===== src/hw/hcp_consts.svh =====
/*
  Constants for the two-port hard copy output block: register offsets,
  status word bit positions, configuration field positions and timing.
  Assumes inclusion by bare name from the design file.
*/
`ifndef HCP_CONSTS_SVH
`define HCP_CONSTS_SVH

`define HCP_OFS_P1_DATA     4'h6
`define HCP_OFS_P2_DATA     4'h4
`define HCP_OFS_P1_CFG      4'h8
`define HCP_OFS_P2_CFG      4'hA
`define HCP_OFS_STATUS      4'hE

`define HCP_CFG_MASTER_EN   0
`define HCP_CFG_BUSY_EDGE   1
`define HCP_CFG_ACK_EN      2
`define HCP_CFG_DMA_EN      3
`define HCP_CFG_RESET       8'h00
`define HCP_DATA_RESET      8'h00

`define HCP_ST_DMA_IP       0
`define HCP_ST_P1_BASE      1
`define HCP_ST_P2_BASE      8
`define HCP_ST_MIP          15

`define HCP_CLK_HZ          20000000
`define HCP_SETTLE_NS       1000
`define HCP_STROBE_NS       1000
`define HCP_SETTLE_CYC      ((`HCP_SETTLE_NS * (`HCP_CLK_HZ / 1000000)) / 1000)
`define HCP_STROBE_CYC      ((`HCP_STROBE_NS * (`HCP_CLK_HZ / 1000000)) / 1000)

`endif


===== src/hw/hcp_pkg.sv =====
/*
  Types shared by the hard copy port block.
  Assumes the constants header sits beside it.
*/
package hcp_pkg;
  typedef logic [7:0]  hcp_byte_t;
  typedef logic [15:0] hcp_word_t;
  typedef logic [3:0]  hcp_addr_t;
  typedef enum logic [2:0]
  {
    HCP_IDLE   = 3'b001,
    HCP_SETTLE = 3'b010,
    HCP_STROBE = 3'b100
  } hcp_state_e;
endpackage


===== src/hw/hcp_top.sv =====
/*
  Two independent parallel hard copy output ports with data latch, strobe
  timer, read-back, per-port configuration and the interface status word
  with interrupt request. Assumes a synchronous host port: one-cycle write
  and read strobes with address, all synchronous to i_clk.
*/
// Operation
// RL1: A byte is latched when the host write or the DMA grant ends.
// RL2: The latch loads the port buffer and starts the strobe timer.
// RL3: After a 1 us settle time the port strobe goes low for 1 us.
// RL4: At strobe end the timer stops and waits for the next byte.
// RL5: Reading the port 1 data register returns the last latched byte.
// RL6: Port 2 has the same buffer, timer and read-back on its own.
// RL7: Selected peripheral conditions of both ports raise the request.
// RL8: Each port's configuration register selects its conditions.
// RL9: Both configuration registers are host writable and readable.
// RL10: A selected condition is latched and then requests an interrupt.
// RL11: A status read gives latched causes and live lines in one word.
// RL12: A status read clears the causes except bit 0, and bit 15.
// RL13: Bit 15 is set whenever bit 0, 6, 7, 13 or 14 is set.
// RL14: With its enable set, a busy rising edge raises an interrupt.
// RL15: Without master enable, status records but no request is made.
// RL16: The writer waits for the strobe to end before the next byte.
`timescale 1ns/1ps
`include "hcp_consts.svh"

module hcp_top
#(
  parameter int SETTLE_CYC = `HCP_SETTLE_CYC,
  parameter int STROBE_CYC = `HCP_STROBE_CYC
)
(
  // Clock and reset
  input  wire logic             i_clk,
  input  wire logic             i_nrst,
  // Host register port
  input  wire hcp_pkg::hcp_addr_t i_addr,
  input  wire hcp_pkg::hcp_byte_t i_wdata,
  input  wire logic             i_host_write_pulse,
  input  wire logic             i_rd,
  output logic                  o_rvalid,
  output hcp_pkg::hcp_word_t    o_rdata,
  // DMA
  input  wire logic [1:0]       i_dma_grant_port,
  input  wire hcp_pkg::hcp_byte_t i_dma_data,
  input  wire logic             i_dma_irq_pending,
  // Peripheral status per port: sel, paper, busy, fault, ack
  input  wire logic [1:0]       i_sel,
  input  wire logic [1:0]       i_paper_empty,
  input  wire logic [1:0]       i_busy,
  input  wire logic [1:0]       i_fault,
  input  wire logic [1:0]       i_ack,
  // Peripheral outputs and host interrupt request
  output hcp_pkg::hcp_byte_t    o_p1_data,
  output hcp_pkg::hcp_byte_t    o_p2_data,
  output logic [1:0]            o_port_data_strobe_n,
  output logic                  o_irq
);
  import hcp_pkg::*;

  // The 8-bit timers cannot serve counts outside 1..255
  if (SETTLE_CYC < 1 || STROBE_CYC < 1 || SETTLE_CYC > 255
      || STROBE_CYC > 255)
  begin : g_bad_timing
    $error("hcp_top: timing counts out of range");
  end

  hcp_byte_t data_r [2];
  hcp_byte_t cfg_r  [2];
  hcp_state_e st_r  [2];
  logic [7:0] cnt_r [2];
  logic [1:0] wr_d_r, dack_d_r, busy_d_r, ack_d_r;
  logic [1:0] busy_ip_r, ack_ip_r, ack_seen_r;
  logic [1:0] wr_port, latch;
  logic       st_rd;

  function automatic logic is_port_wr(input hcp_addr_t a);
    is_port_wr = (a == `HCP_OFS_P1_DATA) || (a == `HCP_OFS_P2_DATA);
  endfunction

  assign wr_port[0] = i_host_write_pulse && i_addr == `HCP_OFS_P1_DATA;
  assign wr_port[1] = i_host_write_pulse && i_addr == `HCP_OFS_P2_DATA;
  assign st_rd      = i_rd && i_addr == `HCP_OFS_STATUS;

  // Trailing-edge detect of write or grant; data held for capture
  hcp_byte_t wdat_r [2];
  always_ff @(posedge i_clk or negedge i_nrst)
  begin
    if (!i_nrst)
    begin
      wr_d_r   <= 2'h0;
      dack_d_r <= 2'h0;
      wdat_r[0] <= `HCP_DATA_RESET;
      wdat_r[1] <= `HCP_DATA_RESET;
    end
    else
    begin
      wr_d_r   <= wr_port;
      dack_d_r <= i_dma_grant_port;
      for (int p = 0; p < 2; p++)
        if (wr_port[p] || (i_dma_grant_port[p] && cfg_r[p][`HCP_CFG_DMA_EN]))
          wdat_r[p] <= wr_port[p] ? i_wdata : i_dma_data;
    end
  end

  for (genvar g = 0; g < 2; g++)
  begin : g_port
    // Host write in non-DMA mode, grant release in DMA mode
    assign latch[g] = cfg_r[g][`HCP_CFG_DMA_EN]
                    ? (dack_d_r[g] && !i_dma_grant_port[g])
                    : (wr_d_r[g] && !wr_port[g]); // RL1

    always_ff @(posedge i_clk or negedge i_nrst)
    begin
      if (!i_nrst)
        data_r[g] <= `HCP_DATA_RESET;
      else if (latch[g])
        data_r[g] <= wdat_r[g]; // RL2 RL6
    end

    // A new byte mid-sequence restarts the settle time
    always_ff @(posedge i_clk or negedge i_nrst)
    begin
      if (!i_nrst)
      begin
        st_r[g]  <= HCP_IDLE;
        cnt_r[g] <= 8'h00;
        o_port_data_strobe_n[g] <= 1'b1;
      end
      else if (latch[g])
      begin
        st_r[g]  <= HCP_SETTLE; // RL2
        cnt_r[g] <= 8'h00;
        o_port_data_strobe_n[g] <= 1'b1;
      end
      else
      begin
        case (st_r[g])
          HCP_IDLE:
            cnt_r[g] <= 8'h00;
          HCP_SETTLE:
            if (cnt_r[g] == 8'(SETTLE_CYC - 1))
            begin
              st_r[g]  <= HCP_STROBE; // RL3
              cnt_r[g] <= 8'h00;
              o_port_data_strobe_n[g] <= 1'b0;
            end
            else
              cnt_r[g] <= cnt_r[g] + 8'h01;
          HCP_STROBE:
            if (cnt_r[g] == 8'(STROBE_CYC - 1))
            begin
              st_r[g]  <= HCP_IDLE; // RL4
              cnt_r[g] <= 8'h00;
              o_port_data_strobe_n[g] <= 1'b1;
            end
            else
              cnt_r[g] <= cnt_r[g] + 8'h01;
          default:
          begin
            st_r[g]  <= HCP_IDLE;
            cnt_r[g] <= 8'h00;
            o_port_data_strobe_n[g] <= 1'b1;
          end
        endcase
      end
    end
  end

  always_ff @(posedge i_clk or negedge i_nrst)
  begin
    if (!i_nrst)
    begin
      o_p1_data <= `HCP_DATA_RESET;
      o_p2_data <= `HCP_DATA_RESET;
    end
    else
    begin
      o_p1_data <= data_r[0];
      o_p2_data <= data_r[1];
    end
  end

  // Configuration registers
  always_ff @(posedge i_clk or negedge i_nrst)
  begin
    if (!i_nrst)
    begin
      cfg_r[0] <= `HCP_CFG_RESET;
      cfg_r[1] <= `HCP_CFG_RESET;
    end
    else if (i_host_write_pulse && !is_port_wr(i_addr))
    begin
      if (i_addr == `HCP_OFS_P1_CFG)
        cfg_r[0] <= i_wdata; // RL9
      if (i_addr == `HCP_OFS_P2_CFG)
        cfg_r[1] <= i_wdata; // RL9
    end
  end

  // Interrupt causes; a new event beats the read clear
  always_ff @(posedge i_clk or negedge i_nrst)
  begin
    if (!i_nrst)
    begin
      busy_d_r   <= 2'h0;
      ack_d_r    <= 2'h0;
      busy_ip_r  <= 2'h0;
      ack_ip_r   <= 2'h0;
      ack_seen_r <= 2'h0;
    end
    else
    begin
      busy_d_r <= i_busy;
      ack_d_r  <= i_ack;
      for (int p = 0; p < 2; p++)
      begin
        if (i_busy[p] && !busy_d_r[p] && cfg_r[p][`HCP_CFG_BUSY_EDGE])
          busy_ip_r[p] <= 1'b1; // RL8 RL10 RL14
        else if (st_rd)
          busy_ip_r[p] <= 1'b0; // RL12
        if (i_ack[p] && !ack_d_r[p] && cfg_r[p][`HCP_CFG_ACK_EN])
          ack_ip_r[p] <= 1'b1; // RL8 RL10
        else if (st_rd)
          ack_ip_r[p] <= 1'b0; // RL12
        if (i_ack[p] && !ack_d_r[p])
          ack_seen_r[p] <= 1'b1;
        else if (st_rd)
          ack_seen_r[p] <= 1'b0; // RL12
      end
    end
  end

  hcp_word_t status;
  logic      mip;
  always_comb
  begin
    status = 16'h0000;
    status[`HCP_ST_DMA_IP] = i_dma_irq_pending;
    status[`HCP_ST_P1_BASE +: 7] = {busy_ip_r[0], ack_ip_r[0], ack_seen_r[0],
      i_fault[0], i_busy[0], i_paper_empty[0], i_sel[0]}; // RL11
    status[`HCP_ST_P2_BASE +: 7] = {busy_ip_r[1], ack_ip_r[1], ack_seen_r[1],
      i_fault[1], i_busy[1], i_paper_empty[1], i_sel[1]}; // RL11
    mip = status[0] | status[6] | status[7] | status[13] | status[14];
    status[`HCP_ST_MIP] = mip; // RL13
  end

  // Request gated per port by its master enable
  always_ff @(posedge i_clk or negedge i_nrst)
  begin
    if (!i_nrst)
      o_irq <= 1'b0;
    else
      o_irq <= i_dma_irq_pending
        | ((busy_ip_r[0] | ack_ip_r[0]) & cfg_r[0][`HCP_CFG_MASTER_EN])
        | ((busy_ip_r[1] | ack_ip_r[1])
           & cfg_r[1][`HCP_CFG_MASTER_EN]); // RL7 RL15
  end

  // Read answer one cycle after the strobe
  always_ff @(posedge i_clk or negedge i_nrst)
  begin
    if (!i_nrst)
    begin
      o_rvalid <= 1'b0;
      o_rdata  <= 16'h0000;
    end
    else
    begin
      o_rvalid <= i_rd;
      if (i_rd)
        case (i_addr)
          `HCP_OFS_P1_DATA: o_rdata <= {8'h00, data_r[0]}; // RL5
          `HCP_OFS_P2_DATA: o_rdata <= {8'h00, data_r[1]}; // RL6
          `HCP_OFS_P1_CFG:  o_rdata <= {8'h00, cfg_r[0]};  // RL9
          `HCP_OFS_P2_CFG:  o_rdata <= {8'h00, cfg_r[1]};  // RL9
          `HCP_OFS_STATUS:  o_rdata <= status;             // RL11
          default:          o_rdata <= 16'h0000;
        endcase
    end
  end
endmodule


===== config.mk =====
export PLATFORM = sky130hd
export DESIGN_NAME = hcp_top
export DESIGN_NICKNAME = d
export VERILOG_FILES = /design/src/hw/hcp_pkg.sv /design/src/hw/hcp_top.sv
export VERILOG_INCLUDE_DIRS = /design/src /design/src/hw
export SDC_FILE = /design/constraint.sdc
export NUM_CORES = 1
export LEC_CHECK = 0
export ABC_AREA = 1
export BUFFER_PORTS_ARGS = -buffer_cell sky130_fd_sc_hd__buf_4
export CORE_MARGIN = 10
export CORE_UTILIZATION = 40
export DETAILED_ROUTE_END_ITERATION = 6
export HOLD_SLACK_MARGIN = 0.08
export PLACE_DENSITY_LB_ADDON = 0.15
export SYNTH_ARGS = -nofsm -noshare
export SYNTH_HDL_FRONTEND = slang
export SYNTH_SLANG_ARGS = --single-unit

===== constraint.sdc =====
create_clock -name i_clk -period 3.26 [get_ports i_clk]
set_clock_uncertainty 0.05 [all_clocks]
set_input_delay 0 -clock i_clk [delete_from_list [all_inputs] [get_ports i_clk]]
set_output_delay 0 -clock i_clk [all_outputs]
set_load 0.03 [all_outputs]

; Yosys cells after proc, flatten, opt, wreduce, memory -nomap -nowiden
; Cells that the tools add are included.
[classes]
add_sub_neg = 2
mul = 0
n_div = 0
magnitude_cmp = 0
eq_ne = 19
shift = 0
mux = 34
bitwise = 10
n_reduce_logical = 42
[op_table]
columns = operator, n
row1 = case mux 16 bit (5 select lines), 1
row2 = two-way mux 8 bit, 8
row3 = logical AND 1 bit, 18
row4 = two-way mux 3 bit, 6
row5 = case mux 3 bit (3 select lines), 2
row6 = "adder 8 x 1 -> 8 bit, second input constant", 2
row7 = "equality test 8 x 5 -> 1 bit, second input constant", 2
row8 = two-way mux 1 bit, 15
row9 = "equality test 4 bit, second input constant", 3
row10 = "inequality test 3 bit, second input constant", 4
row11 = nonzero test 2 bit, 6
row12 = logical NOT 1 bit, 9
row13 = "equality test 4 x 3 -> 1 bit, second input constant", 2
row14 = OR 1 bit, 8
row15 = "equality test 3 x 1 -> 1 bit, second input constant", 2
row16 = "equality test 3 x 2 -> 1 bit, second input constant", 2
row17 = "equality test 3 bit, second input constant", 2
row18 = case mux 1 bit (3 select lines), 2
row19 = AND reduction 3 bit, 2
row20 = "inequality test 2 bit, second input constant", 2
row21 = AND reduction 2 bit, 2
row22 = OR reduction 2 bit, 2
row23 = logical OR 1 bit, 3
row24 = bitwise AND 1 bit, 2
[word_totals]
reg_bits = 120
latch_bits = 0
ramBits = 0
rom_bits = 0
input_bits = 37
output_inout_bits = 36
n_memories = 0

; Logic depth before layout (Yosys ltp)
; Gate-level depths: netlist of the first run.
[logic_depth]
word_depth = 7
mapped_depth = 9
ltp_nobuf = 9

; Worst setup path before layout of the first run
; No wires, ideal clock.
[synth_path]
kind = register to register
from = register cnt_r[0] (netlist name)
to = register cnt_r[5] (netlist name)
setup_time_ns = 0.072
t_arrival_ns = 1.137
required_ns = 3.138
path_slack_ns = 2.002
path_stages_with_launch = 9
path_buffers = 0
cell_sequence = dfrtp_1 ha_1 nand2_1 nor2_1 nand2_1 nand2_1 inv_1 nand2_2 nor2_1
[synth_between]
elab_chain_len = 4
word_cells_on_any_way = 5
cone_classes = add/sub (1) / eq/ne (1) / mux (3)
[synth_rtl]
columns = element, line_no
row1 = start: declaration, hcp_top.sv:71  ; logic [7:0] cnt_r [2];
row2 = start signal: indexed assignment, hcp_top.sv:149  ; cnt_r[g] <= cnt_r[g] + 8'h01;
row3 = start signal: indexed assignment, hcp_top.sv:158  ; cnt_r[g] <= cnt_r[g] + 8'h01;
row4 = adder 8 x 1 -> 8 bit or equality test 8 x 5 -> 1 bit (tied branches), n/a
row5 = two-way mux 8 bit (*), "hcp_top.sv:142, hcp_top.sv:151"
row6 = two-way mux 8 bit (*), n/a
row7 = two-way mux 8 bit (*), hcp_top.sv:130  ; else if (latch[g])
; Mark *: on every way between the ends. The rest lies on a longest branch, timed or not.
; A chain may end at the register's enable or synchronous reset.

; Worst setup path in the final report of the first run
[layout_path]
from = input port i_addr[3]
to = register ack_seen_r[0]
[layout_between]
elab_chain_len = 3
[layout_rtl]
columns = element, line_no
row1 = start: declaration, hcp_top.sv:37  ; input wire hcp_pkg::hcp_addr_t i_addr,
row2 = equality test 4 bit, n/a
row3 = logical AND 1 bit (no source line), n/a
row4 = nonzero test 2 bit (no source line), n/a
row5 = end signal: assignment, hcp_top.sv:210  ; ack_seen_r <= 2'h0;
row6 = end signal: indexed assignment, hcp_top.sv:227  ; ack_seen_r[p] <= 1'b1;
row7 = end signal: indexed assignment, hcp_top.sv:229  ; ack_seen_r[p] <= 1'b0;
row8 = end: declaration, hcp_top.sv:73  ; logic [1:0] busy_ip_r, ack_ip_r, ack_seen_r;
; No other way between the ends.

==> summary.md, run 1 <==
| Metric | Value |
|---|---|
| Outcome | finished, final reports clean |
| Vias in the first global route | 4,257 |
| Max-Cap Viols | 0 |
| CP Launch Point | i_addr[3] |
| Ys async rst share | 1.00 |
| First-pass GRT wire length | 22.0 mm |
| Tightest Pin Transition | 792 ps |
| Synth top area share | 0.561 |
| Total GRT Usage | 0.155 |
| Synth unique cells | 32 |
| DR DRC count | 0 |
| Routed vias/inst | 4.83 |
| Cells after DPL | approximately 800 |
| Most used flip-flop cell after synthesis | dfrtp_1 |
| ANT nets after route | 0 |
| Final-report setup violation count | 0 |
| Syn_area_per_cell | ~9.3 um^2 |
| I/O pins | 73 |
| IO Port Bufs | 72 |
| Starting Density | 0.410 |
| Share of cells above drive strength 1 | 0.178 |
| Initial antenna violation count | 0 |
| Setup Fix Bufs, Post-CTS | 0 |
| Worst Path Required | between 3000 and 4000 ps |
| Top cells by count, synth | 116 x dfrtp_1, 116 x nand2_1, 102 x nand3_1 |
| Power, Total | 4.79 mW |
| Hold WS | 113 ps |
| Die outline width | 134 um |
| Post-Route WL | 13.3 mm |
| Area of the mapped netlist | a little over 0.005 mm^2 |
| Sequential fraction of the synthesis area | 0.582 |
| Syn Nets | a little under 600 |
| YS warnings | 0 |
| Reg2reg setup slack | about 1300 ps |
| Layout Utilization | 0.548 |
| Sum Neg Setup Slack | 0 ps |
| Largest net degree at the start of global routing | 64 |
| Max-slew violations | 0 |
| Buffer depth of the longest clock path | 2 |
| Row count | 41 |
| Slew margin rel. | 0.472 |
| FMAX | 0.395 GHz |
| Final cell count without fillers | 870 |
| RR Startpoint | cfg_r[11]$_DFFE_PN0P_ |
| Worst setup SP type | input port |
| Sink Count | 120 |
| Clock Pin Slew Worst Setup and Hold Paths | 50 ps |
| Top cells by area, synth | dfrtp_1 56%, nand3_1 9.9%, nand2_1 8.4%, inv_1 4.5%, nor2_1 3.3% |
| Core region area | between 0.01 and 0.015 mm^2 |
| Nets | approximately 720 |
| Fin crit period | 2530 ps |
| Final Cycle Share | 0.776 |
| Area Growth Syn to Fin | 33.7% |
| DP Wirelength | ~9.3 mm |
| CTS tree | yes |
| Setup CP Type | input port to flop |
| Largest vdd supply drop | approximately 0.3 mV |
| Post-synth EDFFs | 0 |
| Crit-path max FO | 9 |
| RSZ-0062 raised after global routing | no |
| Final hold vios | 0 |
| Vias after detailed routing | ~4,200 |
| Die Y | around 130 um |
| First-pass detailed-route iteration total | 5 |
| P_leak | around 3.4 nW |
| Clock root buffer | clkbuf_16 |
| Num CTS Buffers | 17 |
| Critical path arrival | roughly 2800 ps |
| Die area | 0.0179 mm^2 |
| Worst Setup End Kind | flop |
| Min-delay src | i_addr[1] |
| Grt ovf | 0 |
| Placer Congestion | 0.826 |
| H-tree levels | 4 |
| Synth area leader | dfrtp_1 |
| Worst Hold Class | input port to flop |
| WL/cell | 15.2 um |
| Antenna cells | 0 |
| Drt initial violations | 402 |
| Post-synthesis cell count | 555 |
| Power density cells | 693 mW/mm^2 |
| Worst-Skew Late Latency | between 400 and 500 ps |
| FF+latch count, synth | 120 |
==> placed cells by master (no fill, tap or decap) <==
cell type	n
a21oi_1	1
a22o_1	1
buf_4	75
bufinv_16	1
clkbuf_1	8
clkbuf_16	17
clkbuf_8	3
clkinv_2	3
dfrtp_1	116
dfstp_2	4
dlygate4sd3_1	53
ha_1	2
inv_1	62
inv_2	4
nand2_1	116
nand2_2	5
nand2_4	1
nand3_1	102
nand3_4	2
nand3b_1	2
nand4_1	2
nand4_4	2
nor2_1	46
nor2_4	2
nor2_8	2
nor3_1	4
nor3_2	2
nor3_4	1
nor4_1	1
o211ai_1	16
o21ai_0	22
o21ai_1	4
o22ai_1	6
xnor2_1	2
xor2_1	8
==> state kept, by name, summed over array words and instances (netlist names) <==
signal / cells
ack_d_r: 2
data_r: 16
o_irq: 1
st_r: 6
ack_seen_r: 2
wdat_r: 16
wr_d_r: 2
o_rdata: 16
o_rvalid: 1
busy_d_r: 2
dack_d_r: 2
o_port_data_strobe_n: 2
cnt_r: 16
cfg_r: 16
o_p1_data: 8
ack_ip_r: 2
o_p2_data: 8
busy_ip_r: 2
==> cell type report <==
| type | count | area, um^2 |
|---|---|---|
| fillers | 1154 | 5710 |
| repair buffers | 128 | 1090 |
| inverters | 66 | 248 |
| clock inverters | 4 | 45.0 |
| multi-input cells | 352 | 1810 |
| clock buffers | 28 | 497 |
| well taps | 172 | 215 |
| flip-flops and latches | 120 | 3010 |
==> where the power goes <==
part	internal (mW)	total (mW)	switching [mW]
Sequential	1.85	2.11	0.262
Clock	1.10	1.71	0.602
Combinational	0.403	0.974	0.571
==> metrics by stage <==
stage,setup slack [ps],instance area [um^2]
3_3_place_gp,1450,5840
4_1_cts,728,6910
2_1_floorplan,2000,5170
5_1_grt,607,6910
3_5_place_dp,1360,5840
6_report,730,6910
==> routing by layer <==
metal	wire [um]	track usage	share of wire
met5	0	0	0
met4	235	0.0593	0.018
met3	646	0.0425	0.049
met2	6190	0.240	0.47
met1	6180	0.201	0.47
==> worst max-delay path, cell delays in order <==
cell,delay (ps)
dlygate4sd3_1,530
buf_4,140
inv_1,120
nor3_4,370
dlygate4sd3_1,660
nand2_4,70
dlygate4sd3_1,670
a22o_1,210
==> logic make-up after synthesis <==
logic type | count (synthesis) | synth area share
AOI/OAI and AO/OA | 50 | 0.0583
xor gates and xnor gates | 10 | 0.0169
adders and majority gates | 2 | 0.00484
buffers and inverters | 83 | 0.0690
DFF | 120 | 0.582
and+or+nand+nor | 290 | 0.269
==> path summary, 6_finish.rpt <==
check / to / cells past startpoint
worst max-delay path: ack_seen_r[0]$_DFFE_PN0P_ / 8
worst min-delay path: cfg_r[8]$_DFFE_PN0P_ / 4
worst max register to register: wdat_r[13]$_DFFE_PN0P_ / 5
worst min register to register: o_p2_data[1]$_DFF_PN0_ / 0
max in group asynchronous: o_port_data_strobe_n[1]$_DFFE_PN1P_ / 3
min in group asynchronous: cnt_r[6]$_DFF_PN0_ / 2
==> what timing repair did <==
item                      CTS  global route
hold buffers               53             0
gates resized for setup     0             0
hold endpoints to repair  126             0
(Power assumes the default switching activity.)
==> run 2: changes to the inputs <==
clock period = 2.5 ns   (was 3.26 ns; I/O delays follow)
==> run 2 against run 1 <==
Worst hold slack worse by 14 ps. Cell count is 0.23% higher. Combinational power is 32% higher. Global-route usage hardly changed. Via count is 0.19% lower. Count of clock-buffer cells in the layout is 8 lower. Sequential share of layout area is 1.1 points lower. Sequential power is 30% higher. First-iteration DRC count is 15% lower. Register-to-register slack worse by 700 ps. Power is 43% higher. Routed wire length is 0.97% higher.
==> summary.md, run 2 (same netlist as run 1, synthesis figures left out) <==
| Metric | Value |
|---|---|
| Outcome | finished, final reports clean |
| Grt ovf | 0 (unchanged) |
| Worst-Skew Late Latency | 420 ps (about the same) |
| Share of cells above drive strength 1 | 0.191 (+0.0138) |
| Critical path arrival | 2570 ps (-210 ps) |
| Post-Route WL | 13.4 mm (+0.97%) |
| Sum Neg Setup Slack | 0 ps (unchanged) |
| Vias after detailed routing | 4,198 (-0.19%) |
| Clock root buffer | clkbuf_16 |
| First-pass detailed-route iteration total | 5 (unchanged) |
| Worst Path Required | 2800 ps (-710 ps) |
| Reg2reg setup slack | 620 ps (-700 ps) |
| Die Y | 134 um (unchanged) |
| Final cell count without fillers | 872 (+0.23%) |
| Routed vias/inst | 4.81 (-0.42%) |
| Largest vdd supply drop | 0.413 mV (+38%) |
| CP peak stage delay | 620 ps (-50 ps) |
| Commonest non-fill, non-tap cells in the layout | 116 x nand2_1, 116 x dfrtp_1, 102 x nand3_1 |
| Max-slew violations | 0 (unchanged) |
| Total GRT Usage | 0.155 (about the same) |
| Tightest Pin Transition | 453 ps (-339 ps) |
| Buf/Inv on CP | 5 (unchanged) |
| Placer Congestion | 0.846 (+2.5%) |
| Final-report setup violation count | 0 (unchanged) |
| Cell family with most CP delay | buffers and inverters |
| Num CTS Buffers | 17 (unchanged) |
| Final hold vios | 0 (unchanged) |
| Starting Density | 0.410 (unchanged) |
| Setup CP Type | input port to flop |
| Int Power | 4.89 mW (+46%) |
| Die outline width | 134 um (unchanged) |
| Clock power frac | 0.411 (+0.055) |
| P_leak | 3.50 nW (+2.7%) |
| Fin crit period | 2270 ps |
| Nets | 726 (+0.28%) |
| CP max stage cell | dlygate4sd3_1 |
| DR DRC count | 0 (unchanged) |
| Core region area | 0.0126 mm^2 (unchanged) |
| Sink Count | 120 (unchanged) |
| Power density cells | 964 mW/mm^2 (+39%) |
| I/O pins | 73 (unchanged) |
| Cells after DPL | 785 (unchanged) |
| Crit-path max FO | 9 (unchanged) |
| Final Cycle Share | 0.907 |
| Buffer depth of the longest clock path | 2 (unchanged) |
| RSZ-0062 raised after global routing | no |
| Clock Pin Slew Worst Setup and Hold Paths | 60 ps (about the same) |
| Antenna cells | 0 (unchanged) |
| P_sw | 1.95 mW (+36%) |
| Worst setup SP type | input port |
| Slew margin rel. | 0.698 (+0.226) |
| IO Port Bufs | 72 (unchanged) |
| ANT nets after route | 0 (unchanged) |
| DP Wirelength | 9.21 mm (-1.2%) |
| Max-Cap Viols | 0 (unchanged) |
| Largest net degree at the start of global routing | 87 (+36%) |
| CTS tree | yes |
| Hold WS | 99.1 ps (-14.1 ps) |
| Area Growth Syn to Fin | 37.3% |
| Power share of the sequential group | 0.400 (-0.040) |
| Cell mode on critical path | dlygate4sd3_1 |
| Worst Setup End Kind | flop |
| Vias in the first global route | 4,156 (-2.4%) |
| Initial antenna violation count | 0 (unchanged) |
| WL/cell | 15.3 um (+0.73%) |
| Combinational group share of total power | 0.188 (-0.015) |
| Row count | 41 (unchanged) |
| Die area | 0.0179 mm^2 (unchanged) |
| Drt initial violations | 340 (-15%) |
| H-tree levels | 4 (unchanged) |
| First-pass GRT wire length | 21.9 mm (-0.63%) |
| Sw Share | 0.285 (-0.0146) |
| Worst-path cell chain | dlygate4sd3_1, buf_4, nand2_1, nor3_4, dlygate4sd3_1, nand2_4, inv_2, nand2_1, o21ai_0, dlygate4sd3_1 |
| FMAX | 0.441 GHz |
| Worst Hold Class | input port to async pin |
-- run 2: cell types whose count changed in the layout (fill, tap and decap cells not counted) --
cell        before  now
clkbuf_1         8    0
clkinvlp_4       0    1
buf_12           0    2
bufinv_16        1    6
clkinv_4         0    2
-- run 2: repair_timing --
action | 4_1_cts | 5_1_grt
hold buffers | 54 | 0
resized for setup | 0 | 0
setup buffers | 0 | 1
endpoints found under the hold margin | 184 | 0
setup endpoints to repair | 0 | 3
-- run 2: final timing paths --
check | cells past startpoint | to | start
worst max-delay path | 10 | o_rdata[9]$_DFFE_PN0P_ | i_addr[2]
worst min-delay path | 2 | o_port_data_strobe_n[0]$_DFFE_PN1P_ | i_nrst
worst max register to register | 5 | wdat_r[8]$_DFFE_PN0P_ | cfg_r[11]$_DFFE_PN0P_
worst min register to register | 0 | o_p2_data[6]$_DFF_PN0_ | data_r[6]$_DFFE_PN0P_
max in group asynchronous | 3 | st_r[0]$_DFFE_PN1P_ | i_nrst
min in group i_clk | 2 | dack_d_r[0]$_DFF_PN0_ | i_dma_grant_port[0]
-- run 2: power groups by stage --
| stage | sequential [mW] | clock (mW) | combinational, mW |
|---|---|---|---|
| floorplan | 2.93 | 0 | 0.419 |
| global placement | 2.77 | 0 | 1.14 |
| detailed placement | 2.78 | 0 | 1.16 |
| CTS | 2.75 | 2.84 | 1.30 |
| global route | 2.79 | 2.93 | 1.43 |
| finish | 2.74 | 2.82 | 1.29 |
-- run 2: worst register-to-register path, stage by stage, from the launching register on --
cell,delay [ps]
dfrtp_1,430
nand2_1,280
inv_1,220
nand3_1,130
o211ai_1,100
dlygate4sd3_1,570
-- run 2: area by class of cell --
class	instances	area (um^2)
well taps	172	215
clock buffers	20	467
flip-flops and latches	120	3010
clock inverters	12	220
multi-input cells	352	1810
repair buffers	130	1130
inverters	66	248
fillers	1148	5520
-- run 2: per-layer routing --
metal  wire length, um  global-route usage  vias to the layer above
met4               197              0.0514                        0
met1              6230               0.204                     2009
li1                  -                   -                     2079
met5                 0                   0                        -
met2              6280               0.238                       95
met3               669              0.0459                       15
-- run 2: per-stage QoR --
stage               power (mW)  setup WS [ps]  instance area [um^2]   util
floorplan                 3.35           1240                  5170      -
global placement          3.91            781                  5850  0.464
detailed placement        3.94            681                  5850  0.464
CTS                       6.89           34.6                  7090  0.562
global route              7.15            133                  7100  0.562
finish                    6.84            233                  7100  0.562
==> run 3: changes to the inputs <==
CORE_UTILIZATION = 54   (was 40)
REMOVE_ABC_BUFFERS = 1   (was unset)
==> run 3 against run 2 <==
Count of clock-buffer cells in the layout decreased by 3. Flip-flop and latch count unchanged. Global-route usage increased by 5.1 points. Core utilization increased by 21 points. First-iteration DRC count decreased by 11%. Setup slack got worse by 110 ps. Clock power decreased by 19%. Routed wire length increased by 3.2%.
==> summary.md, run 3 (same netlist as run 1, synthesis figures left out) <==
| Metric | Value |
|---|---|
| Die area | 0.0139 mm^2 (-22%) |
| IO Port Bufs | 72 (unchanged) |
| Final hold vios | 0 (unchanged) |
| Cells after DPL | 742 (-5.5%) |
| Antenna cells | 0 (unchanged) |
| Fin crit period | 2380 ps (+114 ps) |
| Buffer depth of the longest clock path | 2 (unchanged) |
| Reg2reg setup slack | 120 ps (-500 ps) |
| Share of cells above drive strength 1 | 0.188 (-0.00384) |
| Final-report setup violation count | 0 (unchanged) |
| Largest vdd supply drop | 0.586 mV (+42%) |
| Setup CP Type | flop to flop |
| Worst setup SP type | flop |
| Setup Fix Bufs, Post-CTS | 0 (unchanged) |
| Combinational group share of total power | 0.216 (+0.028) |
| Max-Cap Viols | 0 (unchanged) |
| Cell mode on critical path | dlygate4sd3_1 |
| Vias in the first global route | 4,658 (+12%) |
| ANT nets after route | 0 (unchanged) |
| Worst Path Required | 2860 ps (+60 ps) |
| Area Growth Syn to Fin | 38.6% |
| RR Startpoint | cfg_r[11]$_DFFE_PN0P_ |
| Initial antenna violation count | 0 (unchanged) |
| Nets | 751 (+3.4%) |
| Clock power frac | 0.355 (-0.056) |
| Starting Density | 0.557 (+0.147) |
| Sum Neg Setup Slack | 0 ps (unchanged) |
| CP max stage cell | dlygate4sd3_1 |
| Die outline width | 118 um (-12%) |
| Row count | 35 (-15%) |
| P_leak | 3.50 nW (about the same) |
| FMAX | 0.420 GHz (-4.8%) |
| Commonest non-fill, non-tap cells in the layout | 116 x dfrtp_1, 115 x nand2_1, 102 x nand3_1 |
| First-pass detailed-route iteration total | 5 (unchanged) |
| Outcome | finished, final reports clean |
| Reg2reg end | wdat_r[8]$_DFFE_PN0P_ |
| CTS tree | yes |
| Total GRT Usage | 0.205 (+0.0508) |
| Grt ovf | 0 (unchanged) |
| Top sig layer | met4 |
| Clock Pin Slew Worst Setup and Hold Paths | 60 ps (about the same) |
| Met1 WL | 6.02 mm (-3.4%) |
| Final Cycle Share | 0.952 (+0.0456) |
| Placer Congestion | 0.819 (-3.3%) |
| Clock root buffer | clkbuf_8 |
| Worst-path cell chain | nand2_1, inv_2, nand3_1, dlygate4sd3_1, o211ai_1, dlygate4sd3_1 |
| RSZ-0062 raised after global routing | no |
| P_sw | 2.09 mW (+7.1%) |
| Core region area | 0.00928 mm^2 (-26%) |
| Routed vias/inst | 5.34 (+11%) |
| Min-delay src | i_ack[0] |
| Max-slew violations | 0 (unchanged) |
| Slew margin rel. | 0.630 (-0.0674) |
| First-pass GRT wire length | 23.1 mm (+5.6%) |
| Vias after detailed routing | 4,562 (+8.7%) |
| Num CTS Buffers | 17 (unchanged) |
| Worst-Skew Late Latency | 530 ps (+110 ps) |
| Cell family with most CP delay | buffers and inverters |
| Worst Hold Class | input port to flop |
| DR DRC count | 0 (unchanged) |
| Post-Route WL | 13.8 mm (+3.2%) |
| H-tree levels | 4 (unchanged) |
| Reg2Reg Depth | 6 (+1) |
| Met2 WL | 6.54 mm (+4.1%) |
| Int Power | 4.34 mW (-11%) |
| Met3 wire length | 903 um (+35%) |
| Final cell count without fillers | 854 (-2.1%) |
| Drt initial violations | 301 (-11%) |
| Worst Hold End | ack_d_r[0]$_DFF_PN0_ |
| Power share of the sequential group | 0.429 (+0.029) |
| Crit-path max FO | 9 (unchanged) |
| I/O pins | 73 (unchanged) |
| Critical path arrival | 2740 ps (+170 ps) |
| Tightest Pin Transition | 552 ps (+99.3 ps) |
| Sink Count | 120 (unchanged) |
| Commonest non-fill, non-tap cell in the layout | dfrtp_1 |
| Worst Setup End Kind | flop |
| DP Wirelength | 8.63 mm (-6.3%) |
| Hold Crit Depth | 2 |
| Largest net degree at the start of global routing | 82 (-5.7%) |
| Die Y | 118 um (-12%) |
| CP peak stage delay | 570 ps (-50 ps) |
| WL/cell | 16.2 um (+5.4%) |
| Sw Share | 0.325 (+0.0398) |
| Buf/Inv on CP | 3 (-2) |
| Power density cells | 897 mW/mm^2 (-7.0%) |
run 3: cell types whose count changed in the layout (fill, tap and decap cells not counted), sizes merged:
cell | previous run | this run
dlygate4sd3 | 53 | 79
inv | 66 | 72
bufinv | 6 | 1
clkbuf | 20 | 17
clkinvlp | 1 | 3
buf | 77 | 76
run 3: power by group through the flow:
| stage | logic, mW | clock network [mW] | registers, mW |
|---|---|---|---|
| after CTS | 1.38 | 2.30 | 2.74 |
| after detailed placement | 1.16 | 0 | 2.77 |
| final | 1.39 | 2.28 | 2.76 |
| after global routing | 1.52 | 2.40 | 2.80 |
| after global placement | 1.13 | 0 | 2.76 |
| after floorplan | 0.399 | 0 | 2.93 |
run 3: timing repair:
item | 4_1_cts | 5_1_grt
hold buffers | 80 | 0
resized for setup | 0 | 3
setup endpoints to repair | 0 | 8
endpoints found under the hold margin | 195 | 0
run 3: routing by layer:
layer | GRT usage | vias to the layer above
met2 | 0.318 | 200
li1 | - | 2133
met5 | 0 | -
met1 | 0.265 | 2197
met4 | 0.0951 | 0
met3 | 0.0518 | 32
run 3: worst max path at each step:
| stage | slack (ps) | from | depth (start not counted) | endpoint |
|---|---|---|---|---|
| after detailed placement | 710 | i_addr[2] | 9 | cnt_r[8]$_DFF_PN0_ |
| after floorplan | 1090 | i_addr[1] | 8 | cnt_r[10]$_DFF_PN0_ |
| after global placement | 810 | i_addr[2] | 9 | cnt_r[14]$_DFF_PN0_ |
| final | 120 | cfg_r[11]$_DFFE_PN0P_ | 6 | wdat_r[8]$_DFFE_PN0P_ |
| after global routing | 3 | i_addr[2] | 9 | wdat_r[8]$_DFFE_PN0P_ |
| after CTS | 60 | cfg_r[3]$_DFFE_PN0P_ | 6 | wdat_r[4]$_DFFE_PN0P_ |
run 3: per-stage QoR:
stage                     setup slack (ps)  hold slack [ps]   util  cell area (um^2)  power [mW]
after floorplan                       1090             -346      -              5060        3.33
after global placement                 811            -43.4  0.625              5800        3.89
after detailed placement               710            -32.8  0.625              5800        3.93
after CTS                             61.3             86.5  0.772              7160        6.41
after global routing                  3.22             97.0  0.772              7170        6.71
final                                  120             96.3  0.772              7170        6.43
run 3: final cells by class:
class / count / area [um^2]
Multi-Input combinational cell: 352 / 1810
Clock buffer: 17 / 414
Timing Repair Buffer: 155 / 1390
Fill cell: 621 / 2120
Tap cell: 129 / 161
Sequential cell: 120 / 3010
Clock inverter: 15 / 141
Inverter: 66 / 248
